<file path="src/core/udct_params.svh">
// Constants of the up/down capture, timestamp and PWM timer.
// Assumes a 250 MHz main clock; included by the package and the design.
`ifndef UDCT_PARAMS_SVH
`define UDCT_PARAMS_SVH

// ----------------------------------------------------------------
// Clocking
// ----------------------------------------------------------------
`define UDCT_CLK_HZ 250000000
`define UDCT_FLL_MULT 116
`define UDCT_CRYSTAL_HZ 32768
`define UDCT_TIMER_HZ (`UDCT_FLL_MULT * `UDCT_CRYSTAL_HZ)
`define UDCT_REP_HZ 16969
// Main clock cycles per timer tick, rounded down (tick never too slow)
`define UDCT_TICK_DIV (`UDCT_CLK_HZ / `UDCT_TIMER_HZ)

// ----------------------------------------------------------------
// Period and reset values
// ----------------------------------------------------------------
`define UDCT_HALF_PERIOD ((`UDCT_TIMER_HZ / `UDCT_REP_HZ) / 2)
`define UDCT_CYCLE_TALLY_RST 32'h0000_0000
`define UDCT_HALF_TALLY_RST 16'h0000
`define UDCT_CHAN1_RST 16'h0001
`define UDCT_CHAN4_RST 16'h0000
`define UDCT_COUNT_RST 16'h0000
`define UDCT_DIR_BIT 0

`endif

</file>
<file path="src/core/udct_pkg.sv">
// Types shared by the up/down capture and PWM timer.
// Assumes the constants header sits beside it in core/.
`include "udct_params.svh"

package udct_pkg;

    // ------------------------------------------------------------
    // Count direction, one-hot
    // ------------------------------------------------------------
    typedef enum logic [1:0] {
        UDCT_UP = 2'h1,
        UDCT_DOWN = 2'h2
    } udct_dir_type;

    // Events signalled to the outside, one-cycle pulses
    typedef struct packed {
        logic zero_wrap;
        logic limit;
        logic chan2_done;
        logic chan3_done;
    } udct_event_type;

    // Whole state of the timer core
    typedef struct packed {
        logic [15:0] div_cnt;
        udct_dir_type dir;
        logic [15:0] timer_count;
        logic [31:0] cycle_tally;
        logic [15:0] half_period_tally;
        logic [15:0] cmp1;
        logic [15:0] cmp4;
        logic pend1;
        logic pend4;
        logic [31:0] leading_edge_stamp;
        logic [31:0] high_phase_length;
        logic [31:0] edge_stamp;
        logic flag2;
        logic flag3;
        logic sync_out;
        udct_event_type ev;
    } udct_state_type;

endpackage

</file>
<file path="src/core/udct_timer.sv">
// Up/down timer with absolute timestamps, two PWMs and two captures.
// Assumes one 250 MHz clock; capture pins are asynchronous.
`timescale 1ns/1ps
`default_nettype none

`include "udct_params.svh"

module udct_timer
    import udct_pkg::*;
#(
    parameter int HALF_PERIOD = `UDCT_HALF_PERIOD,
    parameter int TICK_DIV = `UDCT_TICK_DIV
) (
    input wire logic clk_i,
    input wire logic arst_n_i,
    input wire logic run_i,
    input wire logic [15:0] chan1_pulse_length_i,
    input wire logic chan1_update_i,
    input wire logic [15:0] chan4_pulse_length_i,
    input wire logic chan4_update_i,
    input wire logic chan2_capture_input_i,
    input wire logic chan3_capture_input_i,
    input wire logic chan2_flag_clear_i,
    input wire logic chan3_flag_clear_i,
    output logic [15:0] timer_count_o,
    output logic count_down_o,
    output logic [15:0] cycle_tally_low_o,
    output logic [15:0] cycle_tally_high_o,
    output logic [15:0] half_period_tally_o,
    output logic [31:0] leading_edge_stamp_o,
    output logic [31:0] high_phase_length_o,
    output logic [15:0] edge_stamp_low_o,
    output logic [15:0] edge_stamp_high_o,
    output logic chan2_flag_o,
    output logic chan3_flag_o,
    output logic zero_wrap_event_o,
    output logic period_limit_event_o,
    output logic chan2_event_o,
    output logic chan3_event_o,
    output logic sync_toggle_output_o,
    output logic chan1_pwm_o,
    output logic chan4_pwm_o
);

    // ------------------------------------------------------------
    // Sized constants
    // ------------------------------------------------------------
    localparam logic [15:0] PERIOD_LIMIT = 16'(HALF_PERIOD);
    localparam logic [31:0] FULL_PERIOD = 32'(2 * HALF_PERIOD);
    localparam logic [15:0] TICK_LAST = 16'(TICK_DIV - 1);

    udct_state_type st;
    udct_state_type next_st;

    logic ch2_rise;
    logic ch2_fall;
    logic ch3_rise;
    logic logic_unused_ch3_fall;
    logic tick;
    logic [15:0] next_count;
    logic at_limit;
    logic at_zero;
    logic [31:0] abs_time;
    logic match1;
    logic match4;
    logic [15:0] len1;
    logic [15:0] len4;

    // ------------------------------------------------------------
    // Capture pins
    // ------------------------------------------------------------
    // Both pins pass two flops before the edge logic sees them
    udct_edge_sync u_sync_ch2 (
        .clk_i(clk_i),
        .arst_n_i(arst_n_i),
        .pin_i(chan2_capture_input_i),
        .rise_o(ch2_rise),
        .fall_o(ch2_fall)
    );

    udct_edge_sync u_sync_ch3 (
        .clk_i(clk_i),
        .arst_n_i(arst_n_i),
        .pin_i(chan3_capture_input_i),
        .rise_o(ch3_rise),
        .fall_o(logic_unused_ch3_fall)
    );

    // ------------------------------------------------------------
    // Timer tick and count
    // ------------------------------------------------------------
    // Tick divided from the main clock; rate fixes the 224 steps
    assign tick = run_i && (st.div_cnt == TICK_LAST);

    // Next count value and the two turning points it reaches
    always_comb begin
        next_count = st.timer_count;
        at_limit = 1'b0;
        at_zero = 1'b0;
        if (st.dir == UDCT_UP) begin
            next_count = st.timer_count + 16'h0001;
            at_limit = (next_count == PERIOD_LIMIT);
        end else begin
            next_count = st.timer_count - 16'h0001;
            at_zero = (next_count == 16'h0000);
        end
    end

    // Compare matches fire when the count arrives at the value
    assign match1 = tick && (next_count == st.cmp1);
    assign match4 = tick && (next_count == st.cmp4);

    // ------------------------------------------------------------
    // Absolute event time
    // ------------------------------------------------------------
    // Built from the count, tally and direction bit of this very
    // cycle, so a capture at a turning point cannot mix old and new
    always_comb begin
        if (st.half_period_tally[`UDCT_DIR_BIT]) begin
            abs_time = st.cycle_tally - {16'h0000, st.timer_count};
        end else begin
            abs_time = st.cycle_tally + {16'h0000, st.timer_count};
        end
    end

    // ------------------------------------------------------------
    // Pulse length range checks
    // ------------------------------------------------------------
    // Channel 1 below 1 would never match while counting up
    always_comb begin
        len1 = chan1_pulse_length_i;
        if (len1 == 16'h0000) begin
            len1 = 16'h0001;
        end else if (len1 > PERIOD_LIMIT) begin
            len1 = PERIOD_LIMIT;
        end
        len4 = chan4_pulse_length_i;
        if (len4 > PERIOD_LIMIT) begin
            len4 = PERIOD_LIMIT;
        end
    end

    // ------------------------------------------------------------
    // Next state
    // ------------------------------------------------------------
    always_comb begin
        next_st = st;
        next_st.ev = '0;

        // Divider runs only while the timer is enabled
        if (!run_i || tick) begin
            next_st.div_cnt = 16'h0000;
        end else begin
            next_st.div_cnt = st.div_cnt + 16'h0001;
        end

        // Counting and turning points
        if (tick) begin
            next_st.timer_count = next_count;
            if (at_limit) begin
                next_st.dir = UDCT_DOWN;
                next_st.cycle_tally = st.cycle_tally + FULL_PERIOD;
                next_st.half_period_tally[`UDCT_DIR_BIT] = 1'b1;
                next_st.sync_out = ~st.sync_out;
                next_st.ev.limit = 1'b1;
            end
            if (at_zero) begin
                next_st.dir = UDCT_UP;
                next_st.half_period_tally =
                    st.half_period_tally + 16'h0001;
                next_st.ev.zero_wrap = 1'b1;
            end
        end

        // Pending flags; a new request in the load cycle stays pending
        if (tick && at_zero) begin
            if (st.pend1) begin
                next_st.cmp1 = len1;
            end
            if (st.pend4) begin
                next_st.cmp4 = len4;
            end
            next_st.pend1 = 1'b0;
            next_st.pend4 = 1'b0;
        end
        if (chan1_update_i) begin
            next_st.pend1 = 1'b1;
        end
        if (chan4_update_i) begin
            next_st.pend4 = 1'b1;
        end

        // Channel 2: rising edge stamp, falling edge yields length;
        // both edges report, and a new result beats a clear
        if (chan2_flag_clear_i) begin
            next_st.flag2 = 1'b0;
        end
        if (ch2_rise) begin
            next_st.leading_edge_stamp = abs_time;
            next_st.flag2 = 1'b1;
            next_st.ev.chan2_done = 1'b1;
        end
        if (ch2_fall) begin
            next_st.high_phase_length =
                abs_time - st.leading_edge_stamp;
            next_st.flag2 = 1'b1;
            next_st.ev.chan2_done = 1'b1;
        end

        // Channel 3: full 32-bit stamp, carry crosses the halves
        if (chan3_flag_clear_i) begin
            next_st.flag3 = 1'b0;
        end
        if (ch3_rise) begin
            next_st.edge_stamp = abs_time;
            next_st.flag3 = 1'b1;
            next_st.ev.chan3_done = 1'b1;
        end
    end

    // ------------------------------------------------------------
    // State register
    // ------------------------------------------------------------
    always_ff @(posedge clk_i or negedge arst_n_i) begin
        if (!arst_n_i) begin
            st.div_cnt <= 16'h0000;
            st.dir <= UDCT_UP;
            st.timer_count <= `UDCT_COUNT_RST;
            st.cycle_tally <= `UDCT_CYCLE_TALLY_RST;
            st.half_period_tally <= `UDCT_HALF_TALLY_RST;
            st.cmp1 <= `UDCT_CHAN1_RST;
            st.cmp4 <= `UDCT_CHAN4_RST;
            st.pend1 <= 1'b0;
            st.pend4 <= 1'b0;
            st.leading_edge_stamp <= 32'h0000_0000;
            st.high_phase_length <= 32'h0000_0000;
            st.edge_stamp <= 32'h0000_0000;
            st.flag2 <= 1'b0;
            st.flag3 <= 1'b0;
            st.sync_out <= 1'b0;
            st.ev <= '0;
        end else begin
            st <= next_st;
        end
    end

    // ------------------------------------------------------------
    // PWM output units
    // ------------------------------------------------------------
    // Limit pulse reused from the count logic; match and limit
    // stay in step because both are decoded from the same tick
    udct_pwm_unit #(
        .SET_AT_LIMIT(1'b0)
    ) u_pwm_ch1 (
        .clk_i(clk_i),
        .arst_n_i(arst_n_i),
        .match_i(match1),
        .limit_i(tick && at_limit),
        .pwm_o(chan1_pwm_o)
    );

    udct_pwm_unit #(
        .SET_AT_LIMIT(1'b1)
    ) u_pwm_ch4 (
        .clk_i(clk_i),
        .arst_n_i(arst_n_i),
        .match_i(match4),
        .limit_i(tick && at_limit),
        .pwm_o(chan4_pwm_o)
    );

    // ------------------------------------------------------------
    // Outputs, all straight from the state register
    // ------------------------------------------------------------
    assign timer_count_o = st.timer_count;
    assign count_down_o = st.half_period_tally[`UDCT_DIR_BIT];
    assign cycle_tally_low_o = st.cycle_tally[15:0];
    assign cycle_tally_high_o = st.cycle_tally[31:16];
    assign half_period_tally_o = st.half_period_tally;
    assign leading_edge_stamp_o = st.leading_edge_stamp;
    assign high_phase_length_o = st.high_phase_length;
    assign edge_stamp_low_o = st.edge_stamp[15:0];
    assign edge_stamp_high_o = st.edge_stamp[31:16];
    assign chan2_flag_o = st.flag2;
    assign chan3_flag_o = st.flag3;
    assign zero_wrap_event_o = st.ev.zero_wrap;
    assign period_limit_event_o = st.ev.limit;
    assign chan2_event_o = st.ev.chan2_done;
    assign chan3_event_o = st.ev.chan3_done;
    assign sync_toggle_output_o = st.sync_out;
endmodule

`default_nettype wire

</file>
<file path="src/core/udct_edge_sync.sv">
// Two-flop synchroniser for an outside pin with rising/falling detect.
// Assumes the pin is asynchronous to clk_i.
`timescale 1ns/1ps
`default_nettype none

module udct_edge_sync (
    input wire logic clk_i,
    input wire logic arst_n_i,
    input wire logic pin_i,
    output logic rise_o,
    output logic fall_o
);
    // Stage 0 is read only by stage 1; stage 2 is the edge history
    logic [2:0] sync;
    logic [2:0] next_sync;

    // ------------------------------------------------------------
    // Shift chain
    // ------------------------------------------------------------
    always_comb begin
        next_sync = {sync[1:0], pin_i};
    end

    always_ff @(posedge clk_i or negedge arst_n_i) begin
        if (!arst_n_i) begin
            sync <= 3'h0;
        end else begin
            sync <= next_sync;
        end
    end

    // Edges compare the two settled stages only
    assign rise_o = sync[1] & ~sync[2];
    assign fall_o = ~sync[1] & sync[2];
endmodule

`default_nettype wire

</file>
<file path="src/core/udct_pwm_unit.sv">
// Output unit: toggles on compare match, resets or sets at the limit.
// Assumes match and limit are single-cycle pulses from the timer core.
`timescale 1ns/1ps
`default_nettype none

module udct_pwm_unit #(
    parameter bit SET_AT_LIMIT = 1'b0
) (
    input wire logic clk_i,
    input wire logic arst_n_i,
    input wire logic match_i,
    input wire logic limit_i,
    output logic pwm_o
);
    logic level;
    logic next_level;

    // ------------------------------------------------------------
    // Output level
    // ------------------------------------------------------------
    // Limit action wins over a coinciding match, so a full-length
    // pulse does not flip back at the turning point
    always_comb begin
        next_level = level;
        if (limit_i) begin
            next_level = SET_AT_LIMIT;
        end else if (match_i) begin
            next_level = ~level;
        end
    end

    always_ff @(posedge clk_i or negedge arst_n_i) begin
        if (!arst_n_i) begin
            level <= 1'b0;
        end else begin
            level <= next_level;
        end
    end

    assign pwm_o = level;
endmodule

`default_nettype wire

</file>
<file path="config.mk">
export PLATFORM = sky130hd
export DESIGN_NAME = udct_timer
export DESIGN_NICKNAME = d
export VERILOG_FILES = /design/src/core/udct_pkg.sv /design/src/core/udct_timer.sv /design/src/core/udct_edge_sync.sv /design/src/core/udct_pwm_unit.sv
export VERILOG_INCLUDE_DIRS = /design/src /design/src/core
export SDC_FILE = /design/constraint.sdc
export NUM_CORES = 1
export LEC_CHECK = 0
export BUFFER_PORTS_ARGS = -buffer_cell sky130_fd_sc_hd__buf_4
export CORE_ASPECT_RATIO = 1.25
export CORE_MARGIN = 2
export CORE_UTILIZATION = 31
export CTS_BUF_LIST = sky130_fd_sc_hd__clkbuf_2
export CTS_CLUSTER_DIAMETER = 100
export DETAILED_ROUTE_END_ITERATION = 16
export PLACE_DENSITY = 0.49
export RECOVER_POWER = 50
export SETUP_SLACK_MARGIN = 0.4
export SYNTH_ARGS = -nofsm -noshare
export SYNTH_HDL_FRONTEND = slang
export SYNTH_SLANG_ARGS = --single-unit
</file>
<file path="constraint.sdc">
create_clock -name clk_i -period 6.15 [get_ports clk_i]
set_input_delay 0.3075 -clock clk_i [delete_from_list [all_inputs] [get_ports clk_i]]
set_output_delay 0.3075 -clock clk_i [all_outputs]
set_load 0.01 [all_outputs]
</file>
### After elaboration in Yosys (flattened, before gate mapping)

Index checks and enable logic that the tools add are counted.

| operators by class | value |
|---|---|
| add/subtract/negate cells | 8 |
| multiply operators | 0 |
| div/mod/pow operators | 0 |
| magnitude comparators | 2 |
| equality and inequality tests | 5 |
| shifts and indexed selects | 0 |
| muxes and demuxes | 30 |
| bitwise operators | 9 |
| reduce and logical (&&, ||, !) cells | 21 |

Operators by type and width:

| operator | count |
|---|---|
| $mux 16 | 5 |
| $add 16x1->16 const B | 3 |
| $add 32x16->32 | 1 |
| $add 32x8->32 const B | 1 |
| $eq 16x16->1 | 2 |
| $eq 16x7->1 const B | 2 |
| $gt 16x7->1 const B | 2 |
| $logic_not 16->1 | 2 |
| $mux 32 | 1 |
| $sub 32x16->32 | 1 |
| $sub 32x32->32 | 1 |
| $mux 1 | 20 |
| $sub 16x1->16 const B | 1 |
| $reduce_bool 2->1 | 6 |
| $reduce_and 2->1 | 5 |
| $mux 2 | 4 |
| $not 1->1 | 6 |
| $logic_and 1x1->1 | 5 |
| $and 1x1->1 | 3 |
| $reduce_bool 3->1 | 1 |
| $eq 2x1->1 const B | 1 |
| $logic_not 1->1 | 1 |
| $logic_or 1x1->1 | 1 |

| word-level totals | value |
|---|---|
| flip-flop bits (word level) | 227 |
| bits in latches | 0 |
| bits in writable memories | 0 |
| memory bits (read-only) | 0 |
| bits of input ports | 41 |
| word-level logic and storage cells | 99 |
| memories | 0 |

### Logic depth before layout (Yosys ltp)

| depth | value |
|---|---|
| word-level depth | 6 |
| depth in mapped cells | 26 |

### Hierarchy

From an unflattened synthesis, not the netlist that was laid out.

| second synthesis, totals | value |
|---|---|
| cell total of the unflattened synthesis | 1601 |
| area total of the unflattened synthesis | 14731.6 µm² |

Modules (own cells, without submodules):

| module | times used | cells each | area an instance (µm²) | seq. area each (µm²) |
|---|---|---|---|---|
| udct_timer | 1 | 1585 | 14473.9 | 5357.6 |
| udct_edge_sync | 2 | 5 | 90.1 | 75.1 |
| udct_pwm_unit (u_pwm_ch4) | 1 | 3 | 40.0 | 25.0 |
| udct_pwm_unit (u_pwm_ch1) | 1 | 3 | 37.5 | 25.0 |

### Worst setup path after synthesis

No wires, ideal clock.

| timing path | value |
|---|---|
| kind | register to register |
| start point | reg st, in the netlist timer_count_o[0] |
| end point | reg st, in the netlist high_phase_length_o[31] |
| data arrival time | 5.729 ns |
| setup slack | 0.326 ns |
| stages on the path, launching flop included | 27 |
| buffers on the path | 2 |
| clock period less this slack | 5.824 ns |
| path through | dfrtp_1 clkbuf_1 inv_1 ha_1 nor3b_1 and3_1 clkbuf_1 a21oi_1 xnor2_1 ha_1 and3_1 nand2_1 a21oi_1 o21ai_0 or4_1 a21oi_1 o21a_1 nor2_1 ha_1 a21oi_1 o21ai_0 o2bb2ai_1 a211o_1 or2_2 o211a_1 and3_1 o31ai_1 |

| between the ends | value |
|---|---|
| longest elaborated chain between the ends | 3 |
| elaborated cells between the ends (all ways) | 4 |
| classes of those cells | add/sub (3); mux (1) |

RTL lines:

| item | RTL line | RTL |
|---|---|---|
| start, declared | udct_timer.sv:52 | `udct_state_type st;` |
| start signal, assigned | udct_timer.sv:243 | `st <= next_st;` |
| $add 32x16->32 / $sub 32x16->32 (equally long branches) | udct_timer.sv:122, udct_timer.sv:120 |  |
| $mux 32 (*) | udct_timer.sv:119 | `` if (st.half_period_tally[`UDCT_DIR_BIT]) begin `` |
| via abs_time[24] | udct_timer.sv:63 | `logic [31:0] abs_time;` |
| $sub 32x32->32 (*) | udct_timer.sv:205 | `abs_time - st.leading_edge_stamp;` |

The timed path passes the listed nets; every way through them passes the cells marked *.
A chain may end at the register's enable or synchronous reset.

### Final worst setup path

| timing path | value |
|---|---|
| start point | reg st, in the netlist timer_count_o[2] |
| end point | reg st, in the netlist high_phase_length_o[28] |

Same word-level chain as after synthesis.

==> impl_metrics.csv <==
group,metric,value,unit
timing,fmax,179,MHz
timing,period_minus_slack,5.60,ns
synth,synthAdderAreaFrac,5.76,%
timing,relSlewSlack,-174,%
run_status,status,"finished, violations left",
synth,synthSimpleGateAreaFrac,19.0,%
synth,syn_area,0.0156,mm^2
timing,timing.hold.ws,0.165,ns
clocking,numCtsBuffers,66,
power_and_ir_drop,ir_drop,0.0000921,V
synth,yosysMostFrequentCell,"dfrtp_1",
flow_run,cap_violations,7,
timing,setup_tns,0,ns
final_layout,nets,2010,
clocking,cts_tree,"yes",
synth,postSynthCellCount,1741,
synth,synth_async_sr_flop_share,100,%
timing,finalSetupViolCount,0,
final_layout,drive_above_1_share,21.5,%
synth,muxShareOfSynthArea,3.70,%
worst_hold_path,min_path_type,"input pin to flop",
critical_path,critPathRequiredTime,7.05,ns
synth,synth_cell_types,77,
placed_design,numPortBuffers,205,
floorplanning,num_rows,91,
synth,post_synth.cell_area_avg,8.93,um^2
grt,grt_pass1_wl,72.2,mm
clocking,clock_latency,1.00,ns
grt,antenna_found_initial,1,
synth,synthTopCellsByArea,"dfrtp_1 35%, buf_4 7.7%, xnor2_1 5.8%",
grt,grt_pass1_vias,12988,
detailed_routing,dr.pass1.iters,5,
synth,ys_top_cells_by_count,"220 x dfrtp_1, 170 x nand2_1, 160 x buf_4",
worst_hold_path,hold_depth,5,
clocking,cts.sinks,222,
synth,synth_flop_cell,"dfrtp_1",
timing,tightest_slew,4.11,ns
final_layout,syn_to_final_growth,15.4,%
clocking,cts_max_level,3,
clocking,path_clk_slew,0.11,ns
timing,finalClockSkew,0.0918,ns
synth,ys_seq_area_share,35.7,%
floorplanning,die_w,204,um
placed_design,dp_hpwl,35.1,mm
clocking,cts.path.max_buffers,3,
synth,synth_xor_area_share,10.1,%
grt,gr-total-overflow,0,
critical_path,endpoint_kind,"flop",
critical_path,cp.arrival,6.50,ns
timing,rsz0062_at_grt,"yes",
synth,synth_top_family_by_area,"simple AND/OR/NAND/NOR gates",
critical_path,startpoint_type,"flop",
synth,yosysTopAreaCellShare,35.4,%
detailed_routing,routedWlPerCell,18.1,um
clocking,clockRootBuffer,"clkbuf_2",
detailed_routing,first_iter_violations,445,
floorplanning,coreArea,0.0494,mm^2
synth,synth_edf_count,0,
timing,fin_crit_sh,91.1,%
grt,grt_usage,18.0,%
power_and_ir_drop,p_per_area,170,mW/mm^2
timing,drv_slew,367,
floorplanning,design.die.area,0.0520,mm^2
detailed_routing,drt-total-wl,47.1,mm
synth,synth_largest_area_cell,"dfrtp_1",
power_and_ir_drop,power.leakage,8.50,nW
placed_design,place_congestion,0.883,
critical_path,path_max_fanout,6,
floorplanning,floorplan.die.height,254,um
floorplanning,ios,211,
detailed_routing,drcViolationCount,0,
critical_path,crit_type,"flop to flop",
detailed_routing,viasPerCell,4.97,
synth,synth_seq_cells,222,
detailed_routing,num_vias,12899,
run_status,violations,"capacitance limit, slew limit",
synth,synth_compound_area_share,14.2,%
synth,ys.warnings.count,0,
grt,grt_max_degree,80,
critical_path,r2r_cells,21,
detailed_routing,postRouteAntennaNets,0,
timing,finalHoldViolations,0,
floorplanning,start_util,31.5,%
==> cell type report <==
cell class,count,area [um^2]
Antenna cell,3,7.51
Clock buffer,97,485
Clock inverter,12,47.5
Fill cell,5281,31500
Inverter,84,315
Multi-Input combinational cell,1212,8530
Sequential cell,222,5560
Tap cell,651,815
Timing Repair Buffer,312,2180
==> worst paths after layout <==
| path | startpoint | endpoint | slack [ns] |
|---|---|---|---|
| setup / recovery | timer_count_o[2]$_DFFE_PN0P_ | high_phase_length_o[28]$_DFFE_PN0P_ | 0.55 |
| hold / removal | chan2_flag_clear_i | chan2_flag_o$_DFFE_PN0P_ | 0.16 |
| setup reg to reg | timer_count_o[2]$_DFFE_PN0P_ | high_phase_length_o[28]$_DFFE_PN0P_ | 0.55 |
| hold reg to reg | u_sync_ch2.sync[0]$_DFF_PN0_ | u_sync_ch2.sync[1]$_DFF_PN0_ | 0.35 |
| max in group asynchronous | arst_n_i | timer_count_o[7]$_DFFE_PN0P_ | 1.16 |
| min in group asynchronous | arst_n_i | st[201]$_DFFE_PN1P_ | 0.82 |
==> report_power, final <==
group | leakage, nW | internal, mW | switching, mW
Clock | 0.432 | 0.414 | 0.682
Sequential | 2.90 | 1.52 | 0.0395
Combinational | 5.16 | 0.171 | 0.220
==> registers in the layout, indices dropped and copies added (netlist names) <==
register	flops
chan2_event_o	1
chan2_flag_o	1
chan3_event_o	1
chan3_flag_o	1
cycle_tally_high_o	16
cycle_tally_low_o	11
edge_stamp_high_o	16
edge_stamp_low_o	16
half_period_tally_o	16
high_phase_length_o	32
leading_edge_stamp_o	32
period_limit_event_o	1
st	52
sync_toggle_output_o	1
timer_count_o	16
u_pwm_ch1.pwm_o	1
u_pwm_ch4.pwm_o	1
u_sync_ch2.sync	3
u_sync_ch3.sync	3
zero_wrap_event_o	1
==> metrics by stage <==
stage | total power [mW] | worst slack, ns | std cells | instance area, um^2 | util (%)
floorplan | 1.87 | 0.437 | 1745 | 15600 | -
global placement | 2.01 | 0.289 | 2420 | 16800 | 34.0
detailed placement | 2.01 | 0.311 | 2420 | 16800 | 34.0
CTS | 3.17 | 0.391 | 2577 | 17900 | 36.2
global route | 3.23 | 0.341 | 2593 | 17900 | 36.3
finish | 3.05 | 0.549 | 2593 | 17900 | 36.3
==> cell families (layout without fill, tap and decap cells) <==
kind of cell	Yosys count	after routing
adders and majority gates	71	71
buffers and inverters	311	505
muxes	52	52
DFF	222	222
xor gates and xnor gates	162	162
other	1	8
AOI/OAI and AO/OA	336	336
and+or+nand+nor	586	586
==> worst max-delay path: stages, from the launching register on <==
cell	delay, ns
dfrtp_1	0.39
or4_4	0.55
nor3_2	0.22
buf_4	0.18
nor2_1	0.05
xnor2_1	0.15
ha_1	0.37
and2_1	0.18
and4_2	0.27
or3_4	0.41
xor2_2	0.19
ha_4	0.32
and3_1	0.19
and3_1	0.18
a211oi_2	0.08
buf_4	0.16
o21a_1	0.25
or4b_2	0.70
a41oi_2	0.19
buf_4	0.16
o2111ai_1	0.11
nand4_1	0.18
==> placed cells by master, fill, tap and decap left out, types with 29 or more instances in the layout <==
cell | netlist | final
and2_1 | 29 | 29
nand4_1 | 33 | 33
nand3_1 | 52 | 52
inv_1 | 81 | 80
dlygate4sd3_1 | 0 | 47
nor2_1 | 119 | 117
xnor2_1 | 103 | 98
xor2_1 | 48 | 46
clkbuf_2 | 0 | 97
clkbuf_1 | 54 | 75
ha_1 | 70 | 59
dfrtp_1 | 220 | 219
nor3_1 | 47 | 44
o21ai_0 | 72 | 68
a21oi_1 | 90 | 79
mux2_2 | 44 | 44
a21o_1 | 39 | 39
nand2_1 | 170 | 170
buf_4 | 160 | 187
==> metal layers <==
metal	global-route usage [%]	vias up	wire (um)
li1	-	6286	-
met1	21.5	6175	19800
met2	31.1	332	23000
met3	3.73	106	2540
met4	8.03	0	1650
met5	0	-	0
==> repair_timing <==
| item | CTS | global route |
|---|---|---|
| hold endpoints to repair | 122 | 0 |
| setup buffers | 0 | 13 |
| pin swaps | 0 | 24 |
| gates resized for setup | 10 | 56 |
| setup endpoints to repair | 4 | 12 |
| hold buffers | 48 | 0 |
(Power assumes the default switching activity.)
